[config.mk]
export PLATFORM = sky130hd
export DESIGN_NAME = fblm_link_manager
export DESIGN_NICKNAME = d
export VERILOG_FILES = /design/src/common/fblm_pkg.sv /design/src/verilog/fblm_link_manager.sv /design/src/verilog/fblm_sync2.sv
export SDC_FILE = /design/constraint.sdc
export NUM_CORES = 1
export LEC_CHECK = 0
export ABC_AREA = 1
export BUFFER_PORTS_ARGS = -buffer_cell sky130_fd_sc_hd__buf_2
export CAP_MARGIN = 15
export CORE_UTILIZATION = 60
export CTS_CLUSTER_DIAMETER = 60
export DETAILED_ROUTE_END_ITERATION = 8
export GPL_ROUTABILITY_DRIVEN = 0
export PLACE_DENSITY = 0.83
export SETUP_SLACK_MARGIN = 0.15
export SYNTH_ARGS = -nofsm -noshare
export SYNTH_HDL_FRONTEND = slang
export SYNTH_HIERARCHICAL = 1
export SYNTH_SLANG_ARGS = --single-unit
[constraint.sdc]
create_clock -name clock_in -period 5.3 [get_ports clock_in]
set_input_delay 0.53 -clock clock_in [delete_from_list [all_inputs] [get_ports clock_in]]
set_output_delay 0.53 -clock clock_in [all_outputs]
set_load 0.005 [all_outputs]
[src/common/fblm_pkg.sv]
package fblm_pkg;
  // slave population and addressing
  localparam int MAX_SLAVES = 15;
  localparam int ADDR_W = 4;
  localparam logic [3:0] MASTER_ADDR = 4'h0;
  localparam int TYPE_W = 8;
  localparam int DATA_W = 16;
  // error total counter
  localparam int ERR_W = 16;
  localparam logic [15:0] ERR_MAX = 16'hFFFF;
  localparam logic [15:0] ERR_RESET = 16'h0000;
  // retry setting
  localparam int RETRY_W = 2;
  localparam logic [1:0] RETRY_RESET = 2'h0;
  // host commands
  typedef enum logic [2:0] {
    FBLM_CMD_READ_TYPE = 3'b000,
    FBLM_CMD_READ_ERR = 3'b001,
    FBLM_CMD_CLEAR_ERR = 3'b010,
    FBLM_CMD_ENV_SET = 3'b011,
    FBLM_CMD_WRITE_INIT = 3'b100,
    FBLM_CMD_SEND_INIT = 3'b101,
    FBLM_CMD_TRANSFER = 3'b110
  } fblm_cmd_t;
  // host answer status codes
  localparam logic [1:0] ST_OK = 2'h0;
  localparam logic [1:0] ST_BUSY = 2'h1;
  localparam logic [1:0] ST_INIT_ERR = 2'h2;
  localparam logic [1:0] ST_BUS_ERR = 2'h3;
  // bus request kinds
  localparam logic [1:0] REQ_INIT = 2'h0;
  localparam logic [1:0] REQ_INIT_DATA = 2'h1;
  localparam logic [1:0] REQ_USER = 2'h2;
  // slave reply status codes
  localparam logic [1:0] RSP_OK = 2'h0;
  localparam logic [1:0] RSP_INIT_ERR = 2'h1;
  localparam logic [1:0] RSP_FAIL = 2'h2;
endpackage

[src/verilog/fblm_link_manager.sv]
// How it works
// (RL1) host reads back the type of each connected slave
// (RL2) each detected bus error and each retry bumps the error total; a bus error and a retry in the same cycle add only one
// (RL3) error total stops at 65535
// (RL4) host clear request sets the error total to zero; a clear in the same cycle as a new error is dropped and the error is counted
// (RL5) retry limit is taken from the environment-setup parameters
// (RL6) failed transfers are resent automatically while retries remain
// (RL7) retry setting spans 0 to 3, zero means no retry
// (RL8) environment-setup sends an initialization request to every slave
// (RL9) slaves refuse all but initialization until initialized
// (RL10) an uninitialized slave answers other requests with initialization error
// (RL11) a slave initialization error is passed back to the host
// (RL12) host repeats environment-setup after a slave powers on
// (RL13) per-slave initial data written from the support-tool port is kept
// (RL14) initial-data request sends stored data to each slave separately
// (RL15) commands accepted from both host ports
// (RL16) only one port holds control; tool port takes it when user idle
// (RL17) error indicator lights on abnormality and stays lit on tool control
// (RL18) ready indicator on while user port has access, off on tool control
// (RL19) master address fixed at zero
// (RL20) error total starts from zero at power-up
// (RL21) commands from the port without control answer busy
module fblm_link_manager #(
  parameter int NSLV = fblm_pkg::MAX_SLAVES
) (
  // clock and reset
  input wire logic clock_in,
  input wire logic arst_n_in,
  // control right request from the support-tool port (pin level)
  input wire logic tool_ctrl_req_in,
  // host command, from either port
  input wire logic cmd_valid_in,
  input wire logic cmd_from_tool_in,
  input wire fblm_pkg::fblm_cmd_t cmd_code_in,
  input wire logic [fblm_pkg::ADDR_W-1:0] cmd_addr_in,
  input wire logic [fblm_pkg::DATA_W-1:0] cmd_data_in,
  output logic cmd_ready_out,
  // host answer
  output logic rsp_valid_out,
  output logic [1:0] rsp_status_out,
  output logic [fblm_pkg::DATA_W-1:0] rsp_data_out,
  // bus request toward the frame engine
  output logic bus_req_valid_out,
  output logic [1:0] bus_req_kind_out,
  output logic [fblm_pkg::ADDR_W-1:0] bus_req_src_out,
  output logic [fblm_pkg::ADDR_W-1:0] bus_req_dst_out,
  output logic [fblm_pkg::DATA_W-1:0] bus_req_data_out,
  // bus reply from the frame engine
  input wire logic bus_rsp_valid_in,
  input wire logic [1:0] bus_rsp_status_in,
  input wire logic [fblm_pkg::TYPE_W-1:0] bus_rsp_type_in,
  input wire logic [fblm_pkg::DATA_W-1:0] bus_rsp_data_in,
  input wire logic bus_err_in,
  input wire logic hw_fault_in,
  // indicators and status
  output logic error_indicator_out,
  output logic host_ready_indicator_out,
  output logic tool_has_ctrl_out
);
  typedef enum logic [2:0] {
    FBLM_IDLE = 3'b000,
    FBLM_SEND = 3'b001,
    FBLM_WAIT = 3'b010,
    FBLM_NEXT = 3'b011,
    FBLM_DONE = 3'b100
  } fblm_state_t;

  localparam logic [fblm_pkg::ADDR_W-1:0] LAST_ADDR = NSLV[fblm_pkg::ADDR_W-1:0];

  fblm_state_t state_reg;
  logic tool_req_sync;
  logic tool_ctrl_reg;
  logic [fblm_pkg::ERR_W-1:0] err_total_reg;
  logic [fblm_pkg::RETRY_W-1:0] retry_limit_reg;
  logic [fblm_pkg::RETRY_W-1:0] retry_left_reg;
  logic [1:0] op_kind_reg;
  logic op_sweep_reg;
  logic [fblm_pkg::ADDR_W-1:0] op_addr_reg;
  logic [fblm_pkg::DATA_W-1:0] op_data_reg;
  logic [1:0] op_status_reg;
  logic [fblm_pkg::DATA_W-1:0] op_rdata_reg;
  logic [fblm_pkg::TYPE_W-1:0] slave_type_mem [NSLV+1];
  logic [fblm_pkg::DATA_W-1:0] init_mem [NSLV+1];
  logic err_indicator_reg;
  logic cmd_owner_ok;
  logic cmd_take;
  logic rsp_fail;
  logic retry_now;
  logic err_event;

  // tool control request comes from a pin
  fblm_sync2 #(.WIDTH(1)) u_tool_sync (
    .clock_in(clock_in),
    .arst_n_in(arst_n_in),
    .d_in(tool_ctrl_req_in),
    .q_out(tool_req_sync)
  );

  // command acceptance and event decode
  assign cmd_owner_ok = (cmd_from_tool_in == tool_ctrl_reg); // RL15 RL21
  assign cmd_ready_out = (state_reg == FBLM_IDLE);
  assign cmd_take = cmd_valid_in && cmd_ready_out;
  assign rsp_fail = bus_rsp_valid_in && (bus_rsp_status_in == fblm_pkg::RSP_FAIL);
  assign retry_now = (state_reg == FBLM_WAIT) && rsp_fail && (retry_left_reg != '0); // RL6 RL7
  assign err_event = bus_err_in || retry_now; // RL2

  // control right handover only while no bus operation runs
  always_ff @(posedge clock_in or negedge arst_n_in) begin
    if (!arst_n_in) begin
      tool_ctrl_reg <= 1'b0;
    end else if (state_reg == FBLM_IDLE && !cmd_valid_in) begin
      tool_ctrl_reg <= tool_req_sync; // RL16
    end
  end
  assign tool_has_ctrl_out = tool_ctrl_reg;
  assign host_ready_indicator_out = !tool_ctrl_reg; // RL18

  // error indicator latches, survives control changes
  always_ff @(posedge clock_in or negedge arst_n_in) begin
    if (!arst_n_in) begin
      err_indicator_reg <= 1'b0;
    end else if (err_event || hw_fault_in) begin
      err_indicator_reg <= 1'b1; // RL17
    end else if (cmd_take && cmd_owner_ok && cmd_code_in == fblm_pkg::FBLM_CMD_CLEAR_ERR) begin
      err_indicator_reg <= 1'b0;
    end
  end
  assign error_indicator_out = err_indicator_reg;

  // saturating error total; a new error wins over a clear
  always_ff @(posedge clock_in or negedge arst_n_in) begin
    if (!arst_n_in) begin
      err_total_reg <= fblm_pkg::ERR_RESET; // RL20
    end else if (err_event) begin
      if (err_total_reg != fblm_pkg::ERR_MAX) begin
        err_total_reg <= err_total_reg + 16'h0001; // RL2 RL3
      end
    end else if (cmd_take && cmd_owner_ok && cmd_code_in == fblm_pkg::FBLM_CMD_CLEAR_ERR) begin
      err_total_reg <= fblm_pkg::ERR_RESET; // RL4
    end
  end

  // retry limit from environment-setup parameters
  always_ff @(posedge clock_in or negedge arst_n_in) begin
    if (!arst_n_in) begin
      retry_limit_reg <= fblm_pkg::RETRY_RESET;
    end else if (cmd_take && cmd_owner_ok && cmd_code_in == fblm_pkg::FBLM_CMD_ENV_SET) begin
      retry_limit_reg <= cmd_data_in[fblm_pkg::RETRY_W-1:0]; // RL5 RL7
    end
  end

  // stored initial data, written only from the tool port
  always_ff @(posedge clock_in) begin
    if (cmd_take && cmd_owner_ok && cmd_from_tool_in
        && cmd_code_in == fblm_pkg::FBLM_CMD_WRITE_INIT) begin
      init_mem[cmd_addr_in] <= cmd_data_in; // RL13
    end
  end

  // slave type table filled by initialization replies
  always_ff @(posedge clock_in or negedge arst_n_in) begin
    if (!arst_n_in) begin
      for (int i = 0; i <= NSLV; i++) begin
        slave_type_mem[i] <= '0;
      end
    end else if (state_reg == FBLM_WAIT && bus_rsp_valid_in && op_kind_reg == fblm_pkg::REQ_INIT) begin
      slave_type_mem[op_addr_reg] <= (bus_rsp_status_in == fblm_pkg::RSP_OK)
                                     ? bus_rsp_type_in : '0; // RL1
    end
  end

  // operation sequencer
  always_ff @(posedge clock_in or negedge arst_n_in) begin
    if (!arst_n_in) begin
      state_reg <= FBLM_IDLE;
      op_kind_reg <= fblm_pkg::REQ_USER;
      op_sweep_reg <= 1'b0;
      op_addr_reg <= '0;
      op_data_reg <= '0;
      op_status_reg <= fblm_pkg::ST_OK;
      op_rdata_reg <= '0;
      retry_left_reg <= '0;
    end else begin
      case (state_reg)
        FBLM_IDLE: begin
          op_status_reg <= fblm_pkg::ST_OK;
          op_rdata_reg <= '0;
          op_data_reg <= cmd_data_in;
          op_addr_reg <= cmd_addr_in;
          if (cmd_take) begin
            if (!cmd_owner_ok) begin
              op_status_reg <= fblm_pkg::ST_BUSY; // RL21
              state_reg <= FBLM_DONE;
            end else begin
              case (cmd_code_in)
                fblm_pkg::FBLM_CMD_ENV_SET: begin
                  op_kind_reg <= fblm_pkg::REQ_INIT; // RL8
                  op_sweep_reg <= 1'b1;
                  op_addr_reg <= 4'h1;
                  state_reg <= FBLM_SEND;
                end
                fblm_pkg::FBLM_CMD_SEND_INIT: begin
                  op_kind_reg <= fblm_pkg::REQ_INIT_DATA; // RL14
                  op_sweep_reg <= 1'b1;
                  op_addr_reg <= 4'h1;
                  state_reg <= FBLM_SEND;
                end
                fblm_pkg::FBLM_CMD_TRANSFER: begin
                  op_kind_reg <= fblm_pkg::REQ_USER;
                  op_sweep_reg <= 1'b0;
                  state_reg <= FBLM_SEND;
                end
                fblm_pkg::FBLM_CMD_READ_TYPE: begin
                  op_rdata_reg <= {8'h00, slave_type_mem[cmd_addr_in]}; // RL1
                  state_reg <= FBLM_DONE;
                end
                fblm_pkg::FBLM_CMD_READ_ERR: begin
                  op_rdata_reg <= err_total_reg;
                  state_reg <= FBLM_DONE;
                end
                default: begin
                  state_reg <= FBLM_DONE;
                end
              endcase
            end
          end
        end
        FBLM_SEND: begin
          retry_left_reg <= retry_limit_reg; // RL7
          if (op_kind_reg == fblm_pkg::REQ_INIT_DATA) begin
            op_data_reg <= init_mem[op_addr_reg]; // RL14
          end
          state_reg <= FBLM_WAIT;
        end
        FBLM_WAIT: begin
          if (retry_now) begin
            retry_left_reg <= retry_left_reg - 2'h1; // RL6
          end else if (bus_rsp_valid_in) begin
            op_rdata_reg <= bus_rsp_data_in;
            if (bus_rsp_status_in == fblm_pkg::RSP_INIT_ERR) begin
              op_status_reg <= fblm_pkg::ST_INIT_ERR; // RL10 RL11
            end else if (bus_rsp_status_in == fblm_pkg::RSP_FAIL) begin
              op_status_reg <= fblm_pkg::ST_BUS_ERR;
            end
            state_reg <= op_sweep_reg ? FBLM_NEXT : FBLM_DONE;
          end
        end
        FBLM_NEXT: begin
          if (op_addr_reg == LAST_ADDR) begin
            state_reg <= FBLM_DONE;
          end else begin
            op_addr_reg <= op_addr_reg + 4'h1; // RL8 RL14
            state_reg <= FBLM_SEND;
          end
        end
        FBLM_DONE: begin
          state_reg <= FBLM_IDLE;
        end
        default: begin
          state_reg <= FBLM_IDLE;
        end
      endcase
    end
  end

  // bus request held while waiting; a retry re-sends the same frame
  assign bus_req_valid_out = (state_reg == FBLM_WAIT) && (retry_now || !bus_rsp_valid_in);
  assign bus_req_kind_out = op_kind_reg;
  assign bus_req_src_out = fblm_pkg::MASTER_ADDR; // RL19
  assign bus_req_dst_out = op_addr_reg;
  assign bus_req_data_out = op_data_reg;

  // host answer
  assign rsp_valid_out = (state_reg == FBLM_DONE);
  assign rsp_status_out = op_status_reg;
  assign rsp_data_out = op_rdata_reg;
endmodule

[src/verilog/fblm_sync2.sv]
// two-stage synchroniser for pin-level inputs
module fblm_sync2 #(
  parameter int WIDTH = 1
) (
  // clock and reset
  input wire logic clock_in,
  input wire logic arst_n_in,
  // data
  input wire logic [WIDTH-1:0] d_in,
  output logic [WIDTH-1:0] q_out
);
  logic [WIDTH-1:0] meta_reg;

  // first stage read only by second
  always_ff @(posedge clock_in or negedge arst_n_in) begin
    if (!arst_n_in) begin
      meta_reg <= '0;
      q_out <= '0;
    end else begin
      meta_reg <= d_in;
      q_out <= meta_reg;
    end
  end
endmodule
**Word-level counts from Yosys, hierarchy flattened**

Memories as Yosys holds them, arrays and structs flattened.
Index checks and enable logic that the tools add are counted.

- Bits in registers: 196
- Bits in latches: 0
- Memory bits (writable): 256
- Memory bits (read-only): 0
- Input port bits: 57
- Memories: 1

- Add/sub/neg operators: 3
- $mul: 0
- Div/mod/pow operators: 0
- $lt $le $gt $ge: 3
- Equal/unequal tests: 24
- Shift-type cells: 0
- Muxes and demuxes: 46
- Bitwise logic cells: 2
- Reduce and logical (&&, ||, !) cells: 44

Memories:

| memory | words | width | rd ports | clocked after Yosys merged registers in | write ports | RTL line | source |
|---|---|---|---|---|---|---|---|
| init_mem | 16 | 16 | 1 | 0 | 1 | fblm_link_manager.sv:83 | `logic [fblm_pkg::DATA_W-1:0] init_mem [NSLV+1];` |

Operator list:

| cell | count |
|---|---|
| 128-bit bitwise mux | 1 |
| 16-bit two-way mux | 8 |
| 16-bit case mux with 2 select lines | 3 |
| 8-bit binary-select mux with 4-bit select | 1 |
| 8-bit demux with 4-bit select | 1 |
| 8-bit two-way mux | 4 |
| 3-bit two-way mux | 7 |
| 16-bit by 1-bit adder with 16-bit output (second input constant) | 1 |
| 4-bit two-way mux | 4 |
| 16-bit != test (second input constant) | 1 |
| 2-bit nonzero test | 8 |
| 1-bit logical AND | 14 |
| 3-bit by 2-bit equality test with 1-bit output (second input constant) | 4 |
| 3-bit equality test (second input constant) | 4 |
| 3-bit case mux with 4 select lines | 1 |
| 4-bit AND reduction | 3 |
| 5-bit greater-or-equal comparator (second input constant) | 2 |
| 2-bit two-way mux | 5 |
| 2-bit != test (second input constant) | 5 |
| 4-bit NOT with 5-bit output | 2 |
| 2-bit case mux with 2 select lines | 2 |
| 4-bit case mux with 2 select lines | 1 |
| 2-bit AND reduction | 4 |
| 3-bit by 1-bit equality test with 1-bit output (second input constant) | 2 |
| 20 further kinds | 34 |

**Depth between registers and ports, before layout**

- Word-level depth: 8
- Gate-level depth with buffers: 12
- Gate-level depth less buffers: 11

**Modules after synthesis**

The synthesis kept the hierarchy.

By module, submodules not included:

| module | times used | cells an instance | area each (um2) | seq. area each (um2) |
|---|---|---|---|---|
| fblm_link_manager | 1 | 2,141 | 19,906.6 | 12,543.3 |
| fblm_sync2 | 1 | 2 | 50.0 | 50.0 |

**Worst setup path before layout**

Ideal clock, no wire load.

- Path type: input to register
- From: in cmd_from_tool_in
- To: mem init_mem[0][0] in the netlist's numbering, enable pin
- Arrival time: 1.999 ns
- Data required time: 4.912 ns
- Slack: 2.913 ns
- Stages: 5
- Cells stage by stage: xnor2_1 > nand2_2 > nor3_2 > nand2_1 > nor2_1

- Longest elaborated chain between the ends: 6

RTL lines:

| item | RTL line | source |
|---|---|---|
| start: declaration | fblm_link_manager.sv:33 | `input wire logic cmd_from_tool_in,` |
| 1-bit equality test | fblm_link_manager.sv:100 | `assign cmd_owner_ok = (cmd_from_tool_in == tool_ctrl_reg);` |
| 1-bit logical AND | fblm_link_manager.sv:154 | `if (cmd_take && cmd_owner_ok && cmd_from_tool_in` |
| 1-bit logical AND (*) | fblm_link_manager.sv:154 |  |
| 1-bit logical AND (*) | fblm_link_manager.sv:155 | `&& cmd_code_in == fblm_pkg::FBLM_CMD_WRITE_INIT) begin` |
| 1-bit two-way mux (*) | fblm_link_manager.sv:154 |  |
| 1-bit two-way mux (not written as such) (*) | fblm_link_manager.sv:156 | `init_mem[cmd_addr_in] <= cmd_data_in;` |
| end: declaration | fblm_link_manager.sv:83 |  |

Mark *: on every way between the ends. The rest lies on a longest branch, timed or not.

**Worst setup path after layout**

- From: reg op_addr_reg, in the netlist bus_req_dst_out[0]
- To: reg op_data_reg, in the netlist bus_req_data_out[6]

- Longest elaborated chain between the ends: 3

RTL lines:

| item | RTL line | source |
|---|---|---|
| start: declaration | fblm_link_manager.sv:78 | `logic [fblm_pkg::ADDR_W-1:0] op_addr_reg;` |
| start signal: assignment | fblm_link_manager.sv:189 | `op_addr_reg <= cmd_addr_in;` |
| start signal: assignment | fblm_link_manager.sv:252 | `op_addr_reg <= op_addr_reg + 4'h1;` |
| memory read 16 x 16 bit | -- |  |
| 16-bit two-way mux | fblm_link_manager.sv:230 | `if (op_kind_reg == fblm_pkg::REQ_INIT_DATA) begin` |
| 16-bit case mux with 2 select lines | fblm_link_manager.sv:184 | `case (state_reg)` |
| end signal: assignment | fblm_link_manager.sv:188 | `op_data_reg <= cmd_data_in;` |
| end signal: assignment | fblm_link_manager.sv:231 | `op_data_reg <= init_mem[op_addr_reg];` |
| end: declaration | fblm_link_manager.sv:79 | `logic [fblm_pkg::DATA_W-1:0] op_data_reg;` |

Every way passes these cells. The select of a mux whose other input is x is not followed.
A chain may end at the register's enable or synchronous reset.

==> report_table.html <==
<table>
<tr><th>Metric</th><th>Value</th></tr>
<tr><th colspan="2">Status</th></tr>
<tr><td>Outcome</td><td>complete, no violations</td></tr>
<tr><th colspan="2">Routing</th></tr>
<tr><td>Top routing layer used</td><td>met4</td></tr>
<tr><td>Number of detailed-route iterations in the first pass</td><td>6</td></tr>
<tr><td>ANT nets after route</td><td>0</td></tr>
<tr><td>WL met3</td><td>5.068 mm</td></tr>
<tr><td>Violation count after the first detailed-routing iteration</td><td>2022</td></tr>
<tr><td>Total length of routed met2 wires</td><td>roughly 24 mm</td></tr>
<tr><td>Wirelength, routed</td><td>roughly 51 mm</td></tr>
<tr><td>Met1 routed wirelength after detailed routing</td><td>between 20 and 25 mm</td></tr>
<tr><td>Total number of vias</td><td>15713</td></tr>
<tr><td>Detailed-route vias per instance</td><td>between 5 and 6</td></tr>
<tr><td>DRC Markers</td><td>0</td></tr>
<tr><td>Average routed wire per standard cell</td><td>19.21 microns</td></tr>
<tr><th colspan="2">Yosys</th></tr>
<tr><td>Post-synthesis adder-cell area fraction</td><td>less than 1%</td></tr>
<tr><td>Mux cell area share after synthesis</td><td>0%</td></tr>
<tr><td>Count of warnings emitted by yosys</td><td>6</td></tr>
<tr><td>Yosys cell types</td><td>37</td></tr>
<tr><td>Xor and xnor area share after synthesis</td><td>0.4828%</td></tr>
<tr><td>Number of flops mapped to enable cells by yosys</td><td>256</td></tr>
<tr><td>Synthesized flop and latch total</td><td>between 400 and 500</td></tr>
<tr><td>Largest cells by area after synthesis</td><td>sky130_fd_sc_hd__edfxtp_1, sky130_fd_sc_hd__dfrtp_1, sky130_fd_sc_hd__nand2_1, sky130_fd_sc_hd__nor2_1, sky130_fd_sc_hd__o21ai_0</td></tr>
<tr><td>Share of synthesized registers carrying an async set or reset</td><td>approximately 43%</td></tr>
<tr><td>Basic-gate share of the synthesized area counting and, or, nand and nor cells</td><td>around 22%</td></tr>
<tr><td>Post-synthesis sequential area ratio</td><td>a little over three fifths</td></tr>
<tr><td>Synth Area in Compound Gates</td><td>a little under a tenth</td></tr>
<tr><td>Post-synthesis average cell area</td><td>between 9 and 10 sq um</td></tr>
<tr><td>Leading area contributor after synthesis</td><td>sky130_fd_sc_hd__edfxtp_1</td></tr>
<tr><td>Cell area after technology mapping</td><td>roughly 0.02 sq mm</td></tr>
<tr><td>Synth top area share</td><td>between 30% and 40%</td></tr>
<tr><td>Count leader, synth</td><td>sky130_fd_sc_hd__nand2_1</td></tr>
<tr><td>Post-synth top flop</td><td>sky130_fd_sc_hd__edfxtp_1</td></tr>
<tr><td>Combinational family with the most area after synthesis</td><td>simple AND/OR/NAND/NOR gates</td></tr>
<tr><td>Count of mapped cells out of synthesis</td><td>2143</td></tr>
<tr><td>Most numerous cell types in the synthesized netlist</td><td>sky130_fd_sc_hd__nand2_1, sky130_fd_sc_hd__edfxtp_1, sky130_fd_sc_hd__nor2_1</td></tr>
<tr><th colspan="2">Layout</th></tr>
<tr><td>Final core occ</td><td>67.77%</td></tr>
<tr><td>Post-route cell area</td><td>~0.022 sq mm</td></tr>
<tr><td>Fraction of layout instances using a drive strength above 1</td><td>11.11%</td></tr>
<tr><td>Number of flip-flops in the largest register</td><td>between 200 and 300</td></tr>
<tr><td>Largest regs</td><td>init_mem: 256 flops, slave_type_mem: 128 flops</td></tr>
<tr><td>Net count reported at finish</td><td>roughly 2300</td></tr>
<tr><td>Layout overhead on the synthesized area</td><td>10.77%</td></tr>
<tr><td>Fill cell total of the finished layout</td><td>2364</td></tr>
<tr><td>Antenna cells</td><td>0</td></tr>
<tr><td>Biggest register</td><td>init_mem</td></tr>
<tr><th colspan="2">Clocking</th></tr>
<tr><td>Clock tree from TritonCTS</td><td>done</td></tr>
<tr><td>Clock Sink Count</td><td>around 450</td></tr>
<tr><td>CTS Hold Bufs</td><td>0</td></tr>
<tr><td>CTS Root Buffer Type</td><td>sky130_fd_sc_hd__clkbuf_16</td></tr>
<tr><td>CTS HTree Levels</td><td>2</td></tr>
<tr><td>Number of buffers inserted during clock tree synthesis</td><td>45</td></tr>
<tr><td>Postcts setup bufs</td><td>0</td></tr>
<tr><td>Skew-Pair Late Insertion Delay</td><td>between 0.5 and 0.6 ns</td></tr>
<tr><td>Clock-pin slew on the worst setup and hold paths</td><td>about 0.06 ns</td></tr>
<tr><td>Clock tree buffer depth</td><td>3</td></tr>
<tr><td>Resize count post-CTS</td><td>0</td></tr>
<tr><th colspan="2">Min path</th></tr>
<tr><td>Class of the tightest hold or removal check</td><td>in -&gt; async</td></tr>
<tr><th colspan="2">Timing</th></tr>
<tr><td>Setup violation total in the final timing report</td><td>0</td></tr>
<tr><td>Period minus WS final</td><td>3.263 ns</td></tr>
<tr><td>Slew of the pin with the lowest slew margin</td><td>~1.1 ns</td></tr>
<tr><td>Total negative setup slack</td><td>0 ns</td></tr>
<tr><td>Pins Over Slew Limit</td><td>0</td></tr>
<tr><td>Relative slew slack</td><td>23.28%</td></tr>
<tr><td>Unrepaired setup endpoints after global routing</td><td>no</td></tr>
<tr><td>Largest clock skew in the final design</td><td>0.02346 ns</td></tr>
<tr><td>Worst hold-check slack</td><td>between 0.008 and 0.009 ns</td></tr>
<tr><td>Period utilization</td><td>between 60% and 70%</td></tr>
<tr><td>Endpoints failing hold</td><td>0</td></tr>
<tr><td>Maximum clock frequency</td><td>a little over 300 MHz</td></tr>
<tr><th colspan="2">Floorplanning</th></tr>
<tr><td>Placeable core area</td><td>0.03262 sq mm</td></tr>
<tr><td>Starting density of the core</td><td>a little over 60%</td></tr>
<tr><td>Width of the die</td><td>~180 microns</td></tr>
<tr><td>Number of top-level design ports</td><td>between 100 and 150</td></tr>
<tr><td>Die ar.</td><td>around 0.034 sq mm</td></tr>
<tr><td>Height of the die</td><td>around 180 microns</td></tr>
<tr><td>Standard-cell rows</td><td>66</td></tr>
<tr><th colspan="2">Global route</th></tr>
<tr><td>Sum of overflow across all layers after global routing</td><td>0</td></tr>
<tr><td>Pin count of the biggest net entering global routing</td><td>97</td></tr>
<tr><td>Number of antenna violations at the first check in global routing</td><td>0</td></tr>
<tr><td>Number of global-route vias before repair</td><td>around 15000</td></tr>
<tr><td>GR Util All Layers</td><td>a little under a third</td></tr>
<tr><td>Wire length of the first global-routing pass</td><td>around 80 mm</td></tr>
<tr><th colspan="2">Place</th></tr>
<tr><td>Area after detailed placement</td><td>slightly above 0.02 sq mm</td></tr>
<tr><td>Total half-perimeter wirelength after legalization and detailed placement</td><td>~32 mm</td></tr>
<tr><td>Count of port buffers added during placement</td><td>just over 100</td></tr>
<tr><th colspan="2">Power</th></tr>
<tr><td>Power per cell area</td><td>451.2 mW/mm^2</td></tr>
<tr><td>Lkg Pwr</td><td>between 9 and 10 nW</td></tr>
<tr><td>Peak supply drop</td><td>roughly 0.00029 V</td></tr>
<tr><th colspan="2">Worst setup path</th></tr>
<tr><td>Endpoint required time on the critical path</td><td>about 5.7 ns</td></tr>
<tr><td>Largest fanout on the critical path</td><td>81</td></tr>
<tr><td>Critical path arrival</td><td>roughly 3.7 ns</td></tr>
<tr><td>Crit start category</td><td>register</td></tr>
<tr><td>CP endpoint kind</td><td>register</td></tr>
<tr><td>Worst setup path category</td><td>reg -&gt; reg</td></tr>
<tr><th colspan="2">Job</th></tr>
<tr><td>Number of max-capacitance violations reported</td><td>0</td></tr>
</table>
## layout make-up
cell class | count | area [sq um] | area share, %
tap | 442 | 553.0 | 2.502
clock buffer | 61 | 1246 | 5.638
inverter | 74 | 279.0 | 1.262
multi-input combinational | 1507 | 6635 | 30.02
sequential | 452 | 12600 | 56.99
timing repair buffer | 116 | 624.3 | 2.824
clock inverter | 23 | 168.9 | 0.7641
## where the power goes
part	switching [mW]	internal, mW	leakage (nW)
Clock	1.34	1.71	0.706
Sequential	0.225	3.94	4.95
Combinational	1.94	0.817	3.63
## worst paths after layout
check                                                  endpoint  slack [ns]  cells after the start                            from
worst max register to register  bus_req_data_out[6]$_DFFE_PN0P_        2.04                     10  bus_req_dst_out[0]$_DFFE_PN0P_
max in group asynchronous        slave_type_mem[35]$_DFFE_PN0P_        3.89                      2                       arst_n_in
min in group clock_in            u_tool_sync/meta_reg$_DFF_PN0_        0.08                      1                tool_ctrl_req_in
worst min register to register      u_tool_sync/q_out$_DFF_PN0_        0.36                      0  u_tool_sync/meta_reg$_DFF_PN0_
worst max-delay path            bus_req_data_out[6]$_DFFE_PN0P_        2.04                     10  bus_req_dst_out[0]$_DFFE_PN0P_
worst min-delay path               err_total_reg[8]$_DFFE_PN0P_       0.009                      1                       arst_n_in
## worst max-delay path, cell delays in order, from the launching register on
cell	delay, ns
sky130_fd_sc_hd__dfrtp_4	0.71
sky130_fd_sc_hd__clkinv_2	0.89
sky130_fd_sc_hd__buf_4	0.62
sky130_fd_sc_hd__o21ai_0	0.25
sky130_fd_sc_hd__nand2_1	0.08
sky130_fd_sc_hd__nand2_1	0.08
sky130_fd_sc_hd__nand2_1	0.08
sky130_fd_sc_hd__nor2_1	0.14
sky130_fd_sc_hd__nand2_1	0.07
sky130_fd_sc_hd__nand2_1	0.07
sky130_fd_sc_hd__nand2_1	0.05
## routing by layer
metal  GRT usage [%]  vias to the layer above
met1           42.32                     7530
met4           10.83                        0
met2           49.15                      875
met3           5.098                      116
li1                -                     7192
met5               0                        -
## cell usage in the layout (no fill, tap or decap), types with 2 or more instances in the layout
cell type / netlist / layout
sky130_fd_sc_hd__a21boi_0: 2 / 2
sky130_fd_sc_hd__a21oi_1: 57 / 57
sky130_fd_sc_hd__a22oi_1: 8 / 8
sky130_fd_sc_hd__a31oi_1: 4 / 4
sky130_fd_sc_hd__buf_2: 49 / 101
sky130_fd_sc_hd__buf_4: 6 / 14
sky130_fd_sc_hd__clkbuf_1: 47 / 10
sky130_fd_sc_hd__clkbuf_16: 0 / 45
sky130_fd_sc_hd__clkbuf_8: 0 / 7
sky130_fd_sc_hd__clkinv_1: 3 / 9
sky130_fd_sc_hd__clkinv_2: 0 / 12
sky130_fd_sc_hd__clkinv_8: 0 / 2
sky130_fd_sc_hd__conb_1: 1 / 4
sky130_fd_sc_hd__dfrtp_1: 195 / 193
sky130_fd_sc_hd__edfxtp_1: 256 / 256
sky130_fd_sc_hd__ha_1: 9 / 9
sky130_fd_sc_hd__inv_1: 65 / 63
sky130_fd_sc_hd__inv_2: 6 / 6
sky130_fd_sc_hd__inv_6: 0 / 2
sky130_fd_sc_hd__nand2_1: 757 / 757
sky130_fd_sc_hd__nand2_2: 17 / 17
sky130_fd_sc_hd__nand3_1: 91 / 91
sky130_fd_sc_hd__nand4_1: 3 / 3
sky130_fd_sc_hd__nor2_1: 227 / 209
sky130_fd_sc_hd__nor2_2: 4 / 22
sky130_fd_sc_hd__nor2_4: 5 / 5
sky130_fd_sc_hd__nor3_1: 8 / 8
sky130_fd_sc_hd__nor3_2: 5 / 5
sky130_fd_sc_hd__o211ai_1: 4 / 4
sky130_fd_sc_hd__o21ai_0: 144 / 144
sky130_fd_sc_hd__o21ai_1: 133 / 133
sky130_fd_sc_hd__o22ai_1: 9 / 9
sky130_fd_sc_hd__xnor2_1: 4 / 4
sky130_fd_sc_hd__xor2_1: 7 / 7
## stage by stage
step	cells	power, mW	worst slack, ns
2_1_floorplan	2146	5.988	2.913
3_3_place_gp	2591	6.809	2.078
3_5_place_dp	2591	6.905	1.949
4_1_cts	2675	9.935	2.164
5_1_grt	2675	10.42	1.847
6_report	2675	9.974	2.037
## kinds of logic (layout without fill, tap and decap cells)
| family | after synthesis | after routing |
|---|---|---|
| and+or+nand+nor | 1120 | 1120 |
| adders and majority gates | 9 | 9 |
| AOI/OAI and AO/OA | 363 | 363 |
| xor gates and xnor gates | 11 | 11 |
| DFF | 452 | 452 |
| other | 1 | 4 |
| buffers and inverters | 187 | 274 |
(Power assumes the default switching activity.)
